### config.mk
export PLATFORM = sky130hd
export DESIGN_NAME = soel_top
export DESIGN_NICKNAME = d
export VERILOG_FILES = /design/src/hw/soel_pkg.sv /design/src/hw/soel_sync.sv /design/src/hw/soel_top.sv
export VERILOG_INCLUDE_DIRS = /design/src /design/src/hw
export SDC_FILE = /design/constraint.sdc
export NUM_CORES = 1
export LEC_CHECK = 0
export BUFFER_PORTS_ARGS = -buffer_cell sky130_fd_sc_hd__buf_2
export CAP_MARGIN = 20
export CORE_MARGIN = 2
export CORE_UTILIZATION = 50
export CTS_CLUSTER_DIAMETER = 40
export DETAILED_ROUTE_END_ITERATION = 16
export PLACE_DENSITY = 0.79
export SETUP_SLACK_MARGIN = 0.15
export SYNTH_ARGS = -nofsm -noshare
export SYNTH_HDL_FRONTEND = slang
export SYNTH_SLANG_ARGS = --single-unit
### constraint.sdc
create_clock -name aclk -period 3.43 [get_ports aclk]
set_input_delay 0.1715 -clock aclk [delete_from_list [all_inputs] [get_ports aclk]]
set_output_delay 0.1715 -clock aclk [all_outputs]
set_load 0.03 [all_outputs]
### src/hw/soel_consts.svh
// soel_consts.svh: register map, field positions, reset values and timing counts
`ifndef SOEL_CONSTS_SVH
`define SOEL_CONSTS_SVH

// ==========================================
// register byte addresses
`define SOEL_ADDR_CTRL 8'h00
`define SOEL_ADDR_SWTIME 8'h04
`define SOEL_ADDR_EXPCODE 8'h08
`define SOEL_ADDR_STATE 8'h0C
`define SOEL_ADDR_IRQ_STS 8'h10
`define SOEL_ADDR_IRQ_MASK 8'h14

// ==========================================
// control fields
`define SOEL_CTRL_RUN 0
`define SOEL_CTRL_MONSTART 1
`define SOEL_CTRL_RST 2'h0
`define SOEL_SWTIME_RST 16'h0064
`define SOEL_EXPCODE_RST 4'hF

// ==========================================
// state register fields
`define SOEL_ST_OUT 0
`define SOEL_ST_LOCK 1
`define SOEL_ST_FB 2
`define SOEL_ST_CH0 3
`define SOEL_ST_CH1 4
`define SOEL_ST_START 5
`define SOEL_ST_PHASE 8

// ==========================================
// interrupt status bits
`define SOEL_IRQ_ON 0
`define SOEL_IRQ_OFF 1
`define SOEL_IRQ_FBFAULT 2
`define SOEL_IRQ_CODEERR 3
`define SOEL_IRQ_W 4

// ==========================================
// bus answers
`define SOEL_RESP_OKAY 2'h0
`define SOEL_RESP_SLVERR 2'h2

// ==========================================
// timing: switching time counts in milliseconds
`define SOEL_CLK_PERIOD_NS 20
`define SOEL_MS_NS 1000000
`define SOEL_MS_CYCLES ((`SOEL_MS_NS) / (`SOEL_CLK_PERIOD_NS))

`endif

### src/hw/soel_pkg.sv
// soel_pkg.sv: types shared by the safety output enable logic
package soel_pkg;

    // ==========================================
    // output channel phases
    typedef enum logic [1:0] {
        SOEL_OFF_SETTLE,
        SOEL_OFF_READY,
        SOEL_ON_SETTLE,
        SOEL_ON_RUN
    } soel_phase_t;

endpackage

### src/hw/soel_sync.sv
// soel_sync.sv: three-stage pin synchroniser with agreement filter
`timescale 1ns/1ns
`default_nettype none

module soel_sync #(
    parameter logic RST_VAL = 1'b0
) (
    input wire logic aclk,
    input wire logic aresetn,
    input wire logic pin,
    output logic level
);
    logic s1_r;
    logic s2_r;
    logic s3_r;

    always_ff @(posedge aclk) begin
        if (!aresetn) begin
            s1_r <= RST_VAL;
            s2_r <= RST_VAL;
            s3_r <= RST_VAL;
            level <= RST_VAL;
        end else begin
            s1_r <= pin;
            s2_r <= s1_r;
            s3_r <= s2_r;
            // change accepted only once stages two and three agree
            if (s2_r == s3_r) begin
                level <= s3_r;
            end
        end
    end
endmodule // soel_sync

`default_nettype wire

### src/hw/soel_top.sv
// soel_top.sv: safety output channel enable logic with AXI4-Lite registers
//
// Function
// - while the channel is off, feedback must be ON before enabling is allowed.
// - for the switching time after enabling, the feedback input is ignored.
// - after that time, feedback must stay OFF for as long as the channel is on.
// - for the switching time after switching off, the feedback input is not evaluated.
// - after that time, feedback is expected to be ON again.
// - while feedback says the contactor is not at rest, re-enabling is blocked.
// - right after power-up, feedback must be ON.
// - with monitored start, a start input activation is needed before enabling.
// - enabling happens only when all monitoring and feedback terms and start are met.
// - the signalling output and the output circuit switch on in the same cycle.
// - when the enable condition drops, both outputs switch off at once.
// - each switch signal governs its own two code bits, each channel checked alone.
// - no synchronisation window is imposed between the two channels.
// - each poll compares received and expected code; mismatch or timeout switches off.
`include "soel_consts.svh"
`timescale 1ns/1ns
`default_nettype none

module soel_top #(
    parameter int MS_CYCLES = `SOEL_MS_CYCLES
) (
    input wire logic aclk,
    input wire logic aresetn,
    // axi4-lite slave
    input wire logic [7:0] s_axi_awaddr,
    input wire logic s_axi_awvalid,
    output logic s_axi_awready,
    input wire logic [31:0] s_axi_wdata,
    input wire logic [3:0] s_axi_wstrb,
    input wire logic s_axi_wvalid,
    output logic s_axi_wready,
    output logic [1:0] s_axi_bresp,
    output logic s_axi_bvalid,
    input wire logic s_axi_bready,
    input wire logic [7:0] s_axi_araddr,
    input wire logic s_axi_arvalid,
    output logic s_axi_arready,
    output logic [31:0] s_axi_rdata,
    output logic [1:0] s_axi_rresp,
    output logic s_axi_rvalid,
    input wire logic s_axi_rready,
    // safe slave poll results, same clock domain
    input wire logic poll_valid,
    input wire logic [3:0] poll_code,
    input wire logic poll_timeout,
    // pins
    input wire logic feedback_in,
    input wire logic start_in,
    output logic safety_output_channel,
    output logic signal_out,
    output logic irq
);
    import soel_pkg::*;

    // refuse a prescaler the millisecond counter cannot serve
    if (MS_CYCLES < 1) begin : g_ms_check
        $error("soel_top: MS_CYCLES must be at least one");
    end

    // ==========================================
    // pin synchronisers
    logic fb;
    logic start_lvl;
    logic start_prev_r;

    // feedback resets high so power-up does not trip before the pin is seen
    soel_sync #(.RST_VAL(1'b1)) u_sync_fb (
        .aclk(aclk),
        .aresetn(aresetn),
        .pin(feedback_in),
        .level(fb)
    );

    soel_sync #(.RST_VAL(1'b0)) u_sync_start (
        .aclk(aclk),
        .aresetn(aresetn),
        .pin(start_in),
        .level(start_lvl)
    );

    wire start_rise = start_lvl & ~start_prev_r;

    // ==========================================
    // registers
    logic [1:0] ctrl_r;
    logic [15:0] swtime_r;
    logic [3:0] expcode_r;
    logic [`SOEL_IRQ_W-1:0] irq_sts_r;
    logic [`SOEL_IRQ_W-1:0] irq_mask_r;

    // ==========================================
    // code evaluation
    logic [1:0] ch_ok_r;
    wire [1:0] ch_match = {poll_code[3:2] == expcode_r[3:2], poll_code[1:0] == expcode_r[1:0]};
    // mismatch or timeout drops the channel
    wire code_err = poll_timeout | (poll_valid & ~(&ch_match));

    always_ff @(posedge aclk) begin
        if (!aresetn) begin
            ch_ok_r <= 2'h0;
        end else if (poll_timeout) begin
            ch_ok_r <= 2'h0;
        end else if (poll_valid) begin
            // each channel updates alone, no pairing window
            ch_ok_r <= ch_match;
        end
    end

    // ==========================================
    // switching time
    logic [$clog2(MS_CYCLES+1)-1:0] ms_cnt_r;
    logic [15:0] sw_cnt_r;
    logic sw_load;
    wire ms_tick = (ms_cnt_r == ($clog2(MS_CYCLES+1))'(MS_CYCLES - 1));
    wire sw_done = (sw_cnt_r == 16'h0000);

    always_ff @(posedge aclk) begin
        if (!aresetn) begin
            ms_cnt_r <= '0;
            sw_cnt_r <= 16'h0000;
        end else begin
            ms_cnt_r <= (ms_tick || sw_load) ? '0 : ms_cnt_r + 1'b1;
            if (sw_load) begin
                sw_cnt_r <= swtime_r;
            end else if (ms_tick && !sw_done) begin
                sw_cnt_r <= sw_cnt_r - 16'h0001;
            end
        end
    end

    // ==========================================
    // phase machine
    soel_phase_t phase_r;
    soel_phase_t phase_nxt;
    logic out_r;
    logic out_nxt;
    logic lock_r;
    logic lock_nxt;
    logic fb_fault;

    wire run_en = ctrl_r[`SOEL_CTRL_RUN];
    wire mon_start = ctrl_r[`SOEL_CTRL_MONSTART];
    // start press needed when monitored start is on
    wire start_ok = mon_start ? start_rise : 1'b1;
    wire mon_ok = run_en & (&ch_ok_r) & ~code_err;
    // new start sequence lifts the lock
    wire lock_clear = lock_r & fb & start_ok;

    always_comb begin
        phase_nxt = phase_r;
        out_nxt = out_r;
        lock_nxt = lock_r;
        sw_load = 1'b0;
        fb_fault = 1'b0;
        case (phase_r)
            SOEL_OFF_SETTLE: begin
                if (sw_done) begin
                    phase_nxt = SOEL_OFF_READY;
                end
            end
            SOEL_OFF_READY: begin
                if (lock_clear) begin
                    lock_nxt = 1'b0;
                end
                if (!fb) begin
                    fb_fault = 1'b1;
                    lock_nxt = 1'b1;
                end else if (mon_ok && start_ok && (!lock_r || !mon_start)) begin
                    lock_nxt = 1'b0;
                    out_nxt = 1'b1;
                    sw_load = 1'b1;
                    phase_nxt = SOEL_ON_SETTLE;
                end
            end
            SOEL_ON_SETTLE: begin
                if (!mon_ok) begin
                    out_nxt = 1'b0;
                    sw_load = 1'b1;
                    phase_nxt = SOEL_OFF_SETTLE;
                // feedback ignored until time runs out
                end else if (sw_done) begin
                    phase_nxt = SOEL_ON_RUN;
                end
            end
            SOEL_ON_RUN: begin
                // feedback must stay off while on
                if (fb) begin
                    fb_fault = 1'b1;
                    lock_nxt = 1'b1;
                end
                if (!mon_ok || fb) begin
                    out_nxt = 1'b0;
                    sw_load = 1'b1;
                    phase_nxt = SOEL_OFF_SETTLE;
                end
            end
            default: begin
                out_nxt = 1'b0;
                phase_nxt = SOEL_OFF_READY;
            end
        endcase
    end

    always_ff @(posedge aclk) begin
        if (!aresetn) begin
            // start in the ready phase demanding feedback on
            phase_r <= SOEL_OFF_READY;
            out_r <= 1'b0;
            lock_r <= 1'b0;
            start_prev_r <= 1'b0;
        end else begin
            phase_r <= phase_nxt;
            out_r <= out_nxt;
            lock_r <= lock_nxt;
            start_prev_r <= start_lvl;
        end
    end

    assign safety_output_channel = out_r;
    assign signal_out = out_r;

    // ==========================================
    // axi4-lite write channel
    logic aw_have_r;
    logic w_have_r;
    logic [7:0] aw_addr_r;
    logic [31:0] w_data_r;
    logic [3:0] w_strb_r;
    logic bvalid_r;
    logic [1:0] bresp_r;

    assign s_axi_awready = ~aw_have_r & ~bvalid_r;
    assign s_axi_wready = ~w_have_r & ~bvalid_r;
    assign s_axi_bvalid = bvalid_r;
    assign s_axi_bresp = bresp_r;

    wire wr_go = aw_have_r & w_have_r;
    wire wr_ctrl = wr_go & (aw_addr_r == `SOEL_ADDR_CTRL);
    wire wr_swtime = wr_go & (aw_addr_r == `SOEL_ADDR_SWTIME);
    wire wr_exp = wr_go & (aw_addr_r == `SOEL_ADDR_EXPCODE);
    wire wr_mask = wr_go & (aw_addr_r == `SOEL_ADDR_IRQ_MASK);
    wire wr_known = wr_ctrl | wr_swtime | wr_exp | wr_mask
        | (aw_addr_r == `SOEL_ADDR_STATE) | (aw_addr_r == `SOEL_ADDR_IRQ_STS);

    always_ff @(posedge aclk) begin
        if (!aresetn) begin
            aw_have_r <= 1'b0;
            w_have_r <= 1'b0;
            aw_addr_r <= 8'h00;
            w_data_r <= 32'h00000000;
            w_strb_r <= 4'h0;
            bvalid_r <= 1'b0;
            bresp_r <= `SOEL_RESP_OKAY;
        end else begin
            if (s_axi_awvalid && s_axi_awready) begin
                aw_have_r <= 1'b1;
                aw_addr_r <= {s_axi_awaddr[7:2], 2'b00};
            end
            if (s_axi_wvalid && s_axi_wready) begin
                w_have_r <= 1'b1;
                w_data_r <= s_axi_wdata;
                w_strb_r <= s_axi_wstrb;
            end
            if (wr_go) begin
                aw_have_r <= 1'b0;
                w_have_r <= 1'b0;
                bvalid_r <= 1'b1;
                bresp_r <= wr_known ? `SOEL_RESP_OKAY : `SOEL_RESP_SLVERR;
            end else if (bvalid_r && s_axi_bready) begin
                bvalid_r <= 1'b0;
            end
        end
    end

    always_ff @(posedge aclk) begin
        if (!aresetn) begin
            ctrl_r <= `SOEL_CTRL_RST;
            swtime_r <= `SOEL_SWTIME_RST;
            expcode_r <= `SOEL_EXPCODE_RST;
            irq_mask_r <= '0;
        end else begin
            if (wr_ctrl && w_strb_r[0]) begin
                ctrl_r <= w_data_r[1:0];
            end
            if (wr_swtime && w_strb_r[0]) begin
                swtime_r[7:0] <= w_data_r[7:0];
            end
            if (wr_swtime && w_strb_r[1]) begin
                swtime_r[15:8] <= w_data_r[15:8];
            end
            if (wr_exp && w_strb_r[0]) begin
                expcode_r <= w_data_r[3:0];
            end
            if (wr_mask && w_strb_r[0]) begin
                irq_mask_r <= w_data_r[`SOEL_IRQ_W-1:0];
            end
        end
    end

    // ==========================================
    // axi4-lite read channel
    logic rvalid_r;
    logic [31:0] rdata_r;
    logic [1:0] rresp_r;

    assign s_axi_arready = ~rvalid_r;
    assign s_axi_rvalid = rvalid_r;
    assign s_axi_rdata = rdata_r;
    assign s_axi_rresp = rresp_r;

    wire rd_go = s_axi_arvalid & ~rvalid_r;
    wire [7:0] rd_addr = {s_axi_araddr[7:2], 2'b00};
    wire rd_sts = rd_go & (rd_addr == `SOEL_ADDR_IRQ_STS);
    wire [31:0] state_word = {22'h000000, 2'(phase_r), 2'b00, start_lvl, ch_ok_r, fb,
        lock_r, out_r};
    wire rd_known = (rd_addr == `SOEL_ADDR_CTRL) | (rd_addr == `SOEL_ADDR_SWTIME)
        | (rd_addr == `SOEL_ADDR_EXPCODE) | (rd_addr == `SOEL_ADDR_STATE)
        | (rd_addr == `SOEL_ADDR_IRQ_STS) | (rd_addr == `SOEL_ADDR_IRQ_MASK);
    wire [31:0] rd_word =
        (rd_addr == `SOEL_ADDR_CTRL) ? {30'h00000000, ctrl_r} :
        (rd_addr == `SOEL_ADDR_SWTIME) ? {16'h0000, swtime_r} :
        (rd_addr == `SOEL_ADDR_EXPCODE) ? {28'h0000000, expcode_r} :
        (rd_addr == `SOEL_ADDR_STATE) ? state_word :
        (rd_addr == `SOEL_ADDR_IRQ_STS) ? {28'h0000000, irq_sts_r} :
        (rd_addr == `SOEL_ADDR_IRQ_MASK) ? {28'h0000000, irq_mask_r} : 32'h00000000;

    always_ff @(posedge aclk) begin
        if (!aresetn) begin
            rvalid_r <= 1'b0;
            rdata_r <= 32'h00000000;
            rresp_r <= `SOEL_RESP_OKAY;
        end else if (rd_go) begin
            rvalid_r <= 1'b1;
            rdata_r <= rd_word;
            rresp_r <= rd_known ? `SOEL_RESP_OKAY : `SOEL_RESP_SLVERR;
        end else if (rvalid_r && s_axi_rready) begin
            rvalid_r <= 1'b0;
        end
    end

    // ==========================================
    // interrupts: read clears, a new event in the same cycle survives
    wire [`SOEL_IRQ_W-1:0] irq_set = {code_err, fb_fault, out_r & ~out_nxt, ~out_r & out_nxt};

    always_ff @(posedge aclk) begin
        if (!aresetn) begin
            irq_sts_r <= '0;
        end else begin
            irq_sts_r <= (rd_sts ? '0 : irq_sts_r) | irq_set;
        end
    end

    assign irq = |(irq_sts_r & irq_mask_r);

endmodule // soel_top

`default_nettype wire

**After elaboration in Yosys (flattened, before gate mapping)**

Cells that the tools add are included.

- $add $sub $neg: 2
- Multipliers: 0
- Divide/modulo/power cells: 0
- Magnitude comparators: 0
- Equality and inequality tests: 25
- Shifts and indexed selects: 0
- Muxes and demuxes: 41
- Bitwise logic cells: 40
- Reductions and logical operators: 35

Operators with widths:

| operator | count |
|---|---|
| $mux 16 | 4 |
| $eq 6x2->1 const B | 4 |
| $eq 6x3->1 const B | 4 |
| $mux 10 | 2 |
| $mux 1 | 19 |
| $and 1x1->1 | 17 |
| $add 16x1->16 const B | 1 |
| $eq 16x16->1 const B | 1 |
| $logic_not 16->1 | 1 |
| $logic_not 8->1 | 2 |
| $mux 2 | 8 |
| $sub 16x1->16 const B | 1 |
| $eq 6x1->1 const B | 2 |
| $logic_and 1x1->1 | 12 |
| $mux 4 | 3 |
| $or 1x1->1 | 11 |
| $not 1->1 | 10 |
| $pmux 2 s4 | 1 |
| $reduce_bool 2->1 | 4 |
| $ne 2x2->1 const B | 3 |
| $pmux 1 s3 | 2 |
| $reduce_or 2->1 | 3 |
| $reduce_and 5->1 | 1 |
| $and 4x4->4 | 1 |
| 15 further kinds | 26 |

- Flip-flop bits (word level): 141
- Bits in latches: 0
- RAM bits: 0
- ROM bits: 0
- Bits of input ports: 67
- Output and inout bits: 44
- Logic and storage cells: 174
- Memories: 0

**Longest topological paths before layout**

- Word-level depth: 15
- Depth in mapped cells: 8
- Depth with buffers taken out: 7

**Hierarchy**

A second synthesis with hierarchy kept.

- Cells, all modules: 589
- Area total of the unflattened synthesis: 5297.6 um^2

By module, submodules not included:

| module | instances | cells an instance | area an instance (um^2) | sequential area each (um^2) |
|---|---|---|---|---|
| soel_top | 1 | 569 | 5068.6 | 2302.2 |
| soel_sync at u_sync_start | 1 | 10 | 116.4 | 80.1 |
| soel_sync at u_sync_fb | 1 | 10 | 112.6 | 80.1 |

**Worst setup path before layout**

No wires, ideal clock.

- Path type: register to register
- Start point: register sw_cnt_r[0]
- End point: register sw_cnt_r[5]
- Setup time: 0.117 ns
- Arrival time: 1.993 ns
- Data required time: 3.313 ns
- Path slack: 1.319 ns
- Stages on the path, launching flop included: 8
- Buffers on the path: 0
- Period minus slack after synthesis: 2.111 ns
- Cell sequence: dfxtp_1 inv_1 ha_1 or3b_1 nor4_2 a2111oi_0 xor2_1 a32o_1

- Word-level cells in the longest chain between the ends: 4
- Elaborated cells on any way between the ends: 7
- Classes of those cells: add/sub: 1; mux: 2; reduce/logical: 4

Ends and longest elaborated chain:

| element | RTL line | source |
|---|---|---|
| from (decl) | soel_top.sv:115 | `logic [15:0] sw_cnt_r;` |
| from (signal assigned) | soel_top.sv:127 | `sw_cnt_r <= swtime_r;` |
| from (signal assigned) | soel_top.sv:129 | `sw_cnt_r <= sw_cnt_r - 16'h0001;` |
| branches (longest 4 deep; another with $sub 16x1->16) | n/a |  |

Several ways; the timed one is not identified. The select of a mux whose other input is x is not followed.
A chain may end at the register's enable or synchronous reset.

**Final worst setup path**

- Start point: register ms_cnt_r[0]
- End point: register sw_cnt_r[6]

- Word-level cells in the longest chain between the ends: 3

Ends and longest elaborated chain:

| element | RTL line | source |
|---|---|---|
| from (decl) | soel_top.sv:114 | `logic [$clog2(MS_CYCLES+1)-1:0] ms_cnt_r;` |
| from (signal assigned) | soel_top.sv:125 | `ms_cnt_r <= (ms_tick \|\| sw_load) ? '0 : ms_cnt_r + 1'b1;` |
| $eq 16x16->1 | soel_top.sv:117 | `wire ms_tick = (ms_cnt_r == ($clog2(MS_CYCLES+1))'(MS_CYCLES - 1));` |
| $logic_and 1x1->1 | soel_top.sv:128 | `end else if (ms_tick && !sw_done) begin` |
| $reduce_bool 2->1 (no source line) | n/a |  |

No other way between the ends.

==> results.toml <==
[routing]
drtIter0Drc = 367
via_count = 4657
firstDrtPassIters = 8
ant_nets = 0
routed_wirelength_um = 13200
drc = 0
vias_per_cell = 5.57
post_drt_wl_per_cell_um = 15.8

[clock_tree]
cts-root-buf = "clkbuf_8"
cts.clk_slew.worst_paths_ns = 0.06
cts_sinks = 123
htree_levels = 4
numCtsBuffers = 17
clk_path_buf_depth = 2
cts_tree = "yes"
clk_latency_ns = 0.52

[grt]
grt_pass1_wl_um = 21600
grt_max_degree = 60
first_global_vias = 4603
grt_overflow_total = 0
antenna_found_initial = 0
grt_usage_pct = 23.5

[worst_setup_path]
critPathCaptureType = "flip-flop"
startpoint_type = "flip-flop"
crit_type = "flip-flop to flip-flop"
arrival_ns = 3.11
r2r_slack_ns = 0.77
cp.required_ns = 3.88
cp_max_fo = 13

[floorplanning]
dieArea_mm2 = 0.0116
rows = 37
initial_utilization_pct = 51.8
die_y_um = 108
pin_count = 111
core_mm2 = 0.0104
fp.dieW_um = 108

[place]
port_buffers = 70
place_congestion = 0.859
dpl.hpwl_um = 8830
dp_slack_ns = 0.835
placed_cells = 773

[layout]
final_nets = 756
diodes = 0
drive_gt1_share_pct = 17.3
syn_to_final_growth_pct = 22.7
layout_commonest_cell = "dfxtp_1"
stdcell_count = 836
final_cell_mix = "dfxtp_1, nor2_1, buf_2"

[synth]
synth.distinct_cells = 66
synth_edf_count = 0
netlist_area_mm2 = 0.00539
syn-mean-instance-area_um2 = 9.09
syn_inst = 593
synthFlopType = "dfxtp_1"
async_flop_share_pct = 0
seq_area_frac_synth_pct = 45.7
yosysWarnings = 0
ys_seq_elements = 123

[run]
max-cap-violations = 0

[pwr]
power_density_mw_per_mm2 = 507
ir_worst_vdd_mv = 0.376
p_leak_nw = 2.81

[sta]
final.setup.tns_ns = 0
rsz0062_at_grt = "false"
tightest_slew_ns = 0.998
hold_slack_ns = 0.0384
period_minus_slack_ns = 2.66
drv_slew = 0
fmax_mhz = 376
setup_viol_count_final = 0
slew_headroom_pct = 33.4
setup_ws_ns = 0.772
finalHoldViolCount = 0
fin_skew_ns = 0.00670
post-route-period-util_pct = 77.5

[outcome]
outcome = "finished, final reports clean"

[hold_path]
hold_path.class = "primary input to flip-flop"
## layer usage
layer / vias up / routed length, um / track usage (%)
li1: 2265 / - / -
met1: 2197 / 5550 / 27.2
met2: 169 / 6680 / 41.2
met3: 26 / 645 / 5.51
met4: 0 / 301 / 10.3
met5: - / 0 / 0
## what timing repair did
| action | in CTS | in global routing |
|---|---|---|
| hold endpoints to repair | 32 | 0 |
| hold buffers | 31 | 0 |
| resized for setup | 0 | 0 |
| setup buffers | 0 | 0 |
## cell type report
cell class,count,area [um2]
clock buffer,19,432
clock inverter,13,120
fill,790,3800
inverter,11,41.3
multi-input combinational,428,2690
sequential,123,2460
tap,136,170
timing repair buffer,106,698
## cells in the mapped netlist (3+ instances only)
master | instances | area, um2
clkbuf_1 | 20 | 75.1
xor2_1 | 16 | 140
nand2_1 | 63 | 236
and2_1 | 10 | 62.6
and3_1 | 5 | 31.3
buf_1 | 4 | 15.0
inv_1 | 10 | 37.5
and4_1 | 3 | 26.3
a32o_1 | 4 | 40.0
buf_2 | 5 | 25.0
a22oi_1 | 12 | 90.1
o22ai_1 | 4 | 25.0
buf_4 | 19 | 143
nor2_1 | 78 | 293
a2111oi_0 | 5 | 43.8
nand3_1 | 6 | 30.0
dfxtp_1 | 123 | 2460
nor4_2 | 3 | 37.5
o21ai_0 | 6 | 30.0
nand4_1 | 5 | 31.3
nor4b_2 | 3 | 45.0
nand2b_1 | 12 | 75.1
nor4_1 | 4 | 25.0
a211oi_1 | 12 | 90.1
nor3_1 | 12 | 60.1
or3_1 | 4 | 25.0
mux2i_1 | 44 | 440
a222oi_1 | 6 | 60.1
a21oi_1 | 42 | 210
xnor2_1 | 11 | 96.3
## stage by stage
step,instance area [um2],power (mW),util (%)
after floorplan,5460,1.67,-
after global placement,5760,1.71,55.3
after detailed placement,5760,1.72,55.3
after CTS,6620,3.37,63.5
after global routing,6620,3.46,63.5
final,6620,3.36,63.5
## sequential cells by signal, summed over array words and instances, names as in the netlist, 2 cells and up
name and flops:
ms_cnt_r 16, expcode_r 4, ctrl_r 2, w_data_r 16, aw_addr_r 6, ch_ok_r 2
w_strb_r 2, sw_cnt_r 16, phase_r 2, irq_mask_r 4, irq_sts_r 4, swtime_r 16
s_axi_rdata 16
## kinds of logic (layout without fill, tap and decap cells)
kind of cell / count (synthesis) / count (layout) / share of synthesized area [%]
mux: 45 / 45 / 8.59
compound gates: 108 / 108 / 13.8
fa+ha+maj: 2 / 2 / 0.464
flops: 123 / 123 / 45.7
other cells: 1 / 18 / 0.0696
buf+inv: 59 / 149 / 5.55
simple gates: 228 / 228 / 21.4
xor+xnor: 27 / 27 / 4.39
## worst max-delay path, stage by stage (launching register included)
cell	delay (ns)
dfxtp_1	0.37
ha_1	0.20
and3_1	0.34
nand4_1	0.46
or4_1	0.65
o311ai_1	0.34
o221a_1	0.23
## power breakdown
group	internal (mW)	total (mW)	switching, mW
registers	1.46	1.49	0.0276
logic	0.0898	0.235	0.145
clock network	0.982	1.63	0.649
## worst paths after layout
path,from,end,cells past startpoint
worst min-delay path,poll_valid,ch_ok_r[1],4
worst max register to register,ms_cnt_r[0],sw_cnt_r[6],6
worst min register to register,u_sync_fb.s1_r,u_sync_fb.s2_r,1
worst max-delay path,ms_cnt_r[0],sw_cnt_r[6],6
No activity file was read; power rests on OpenSTA's default activity.
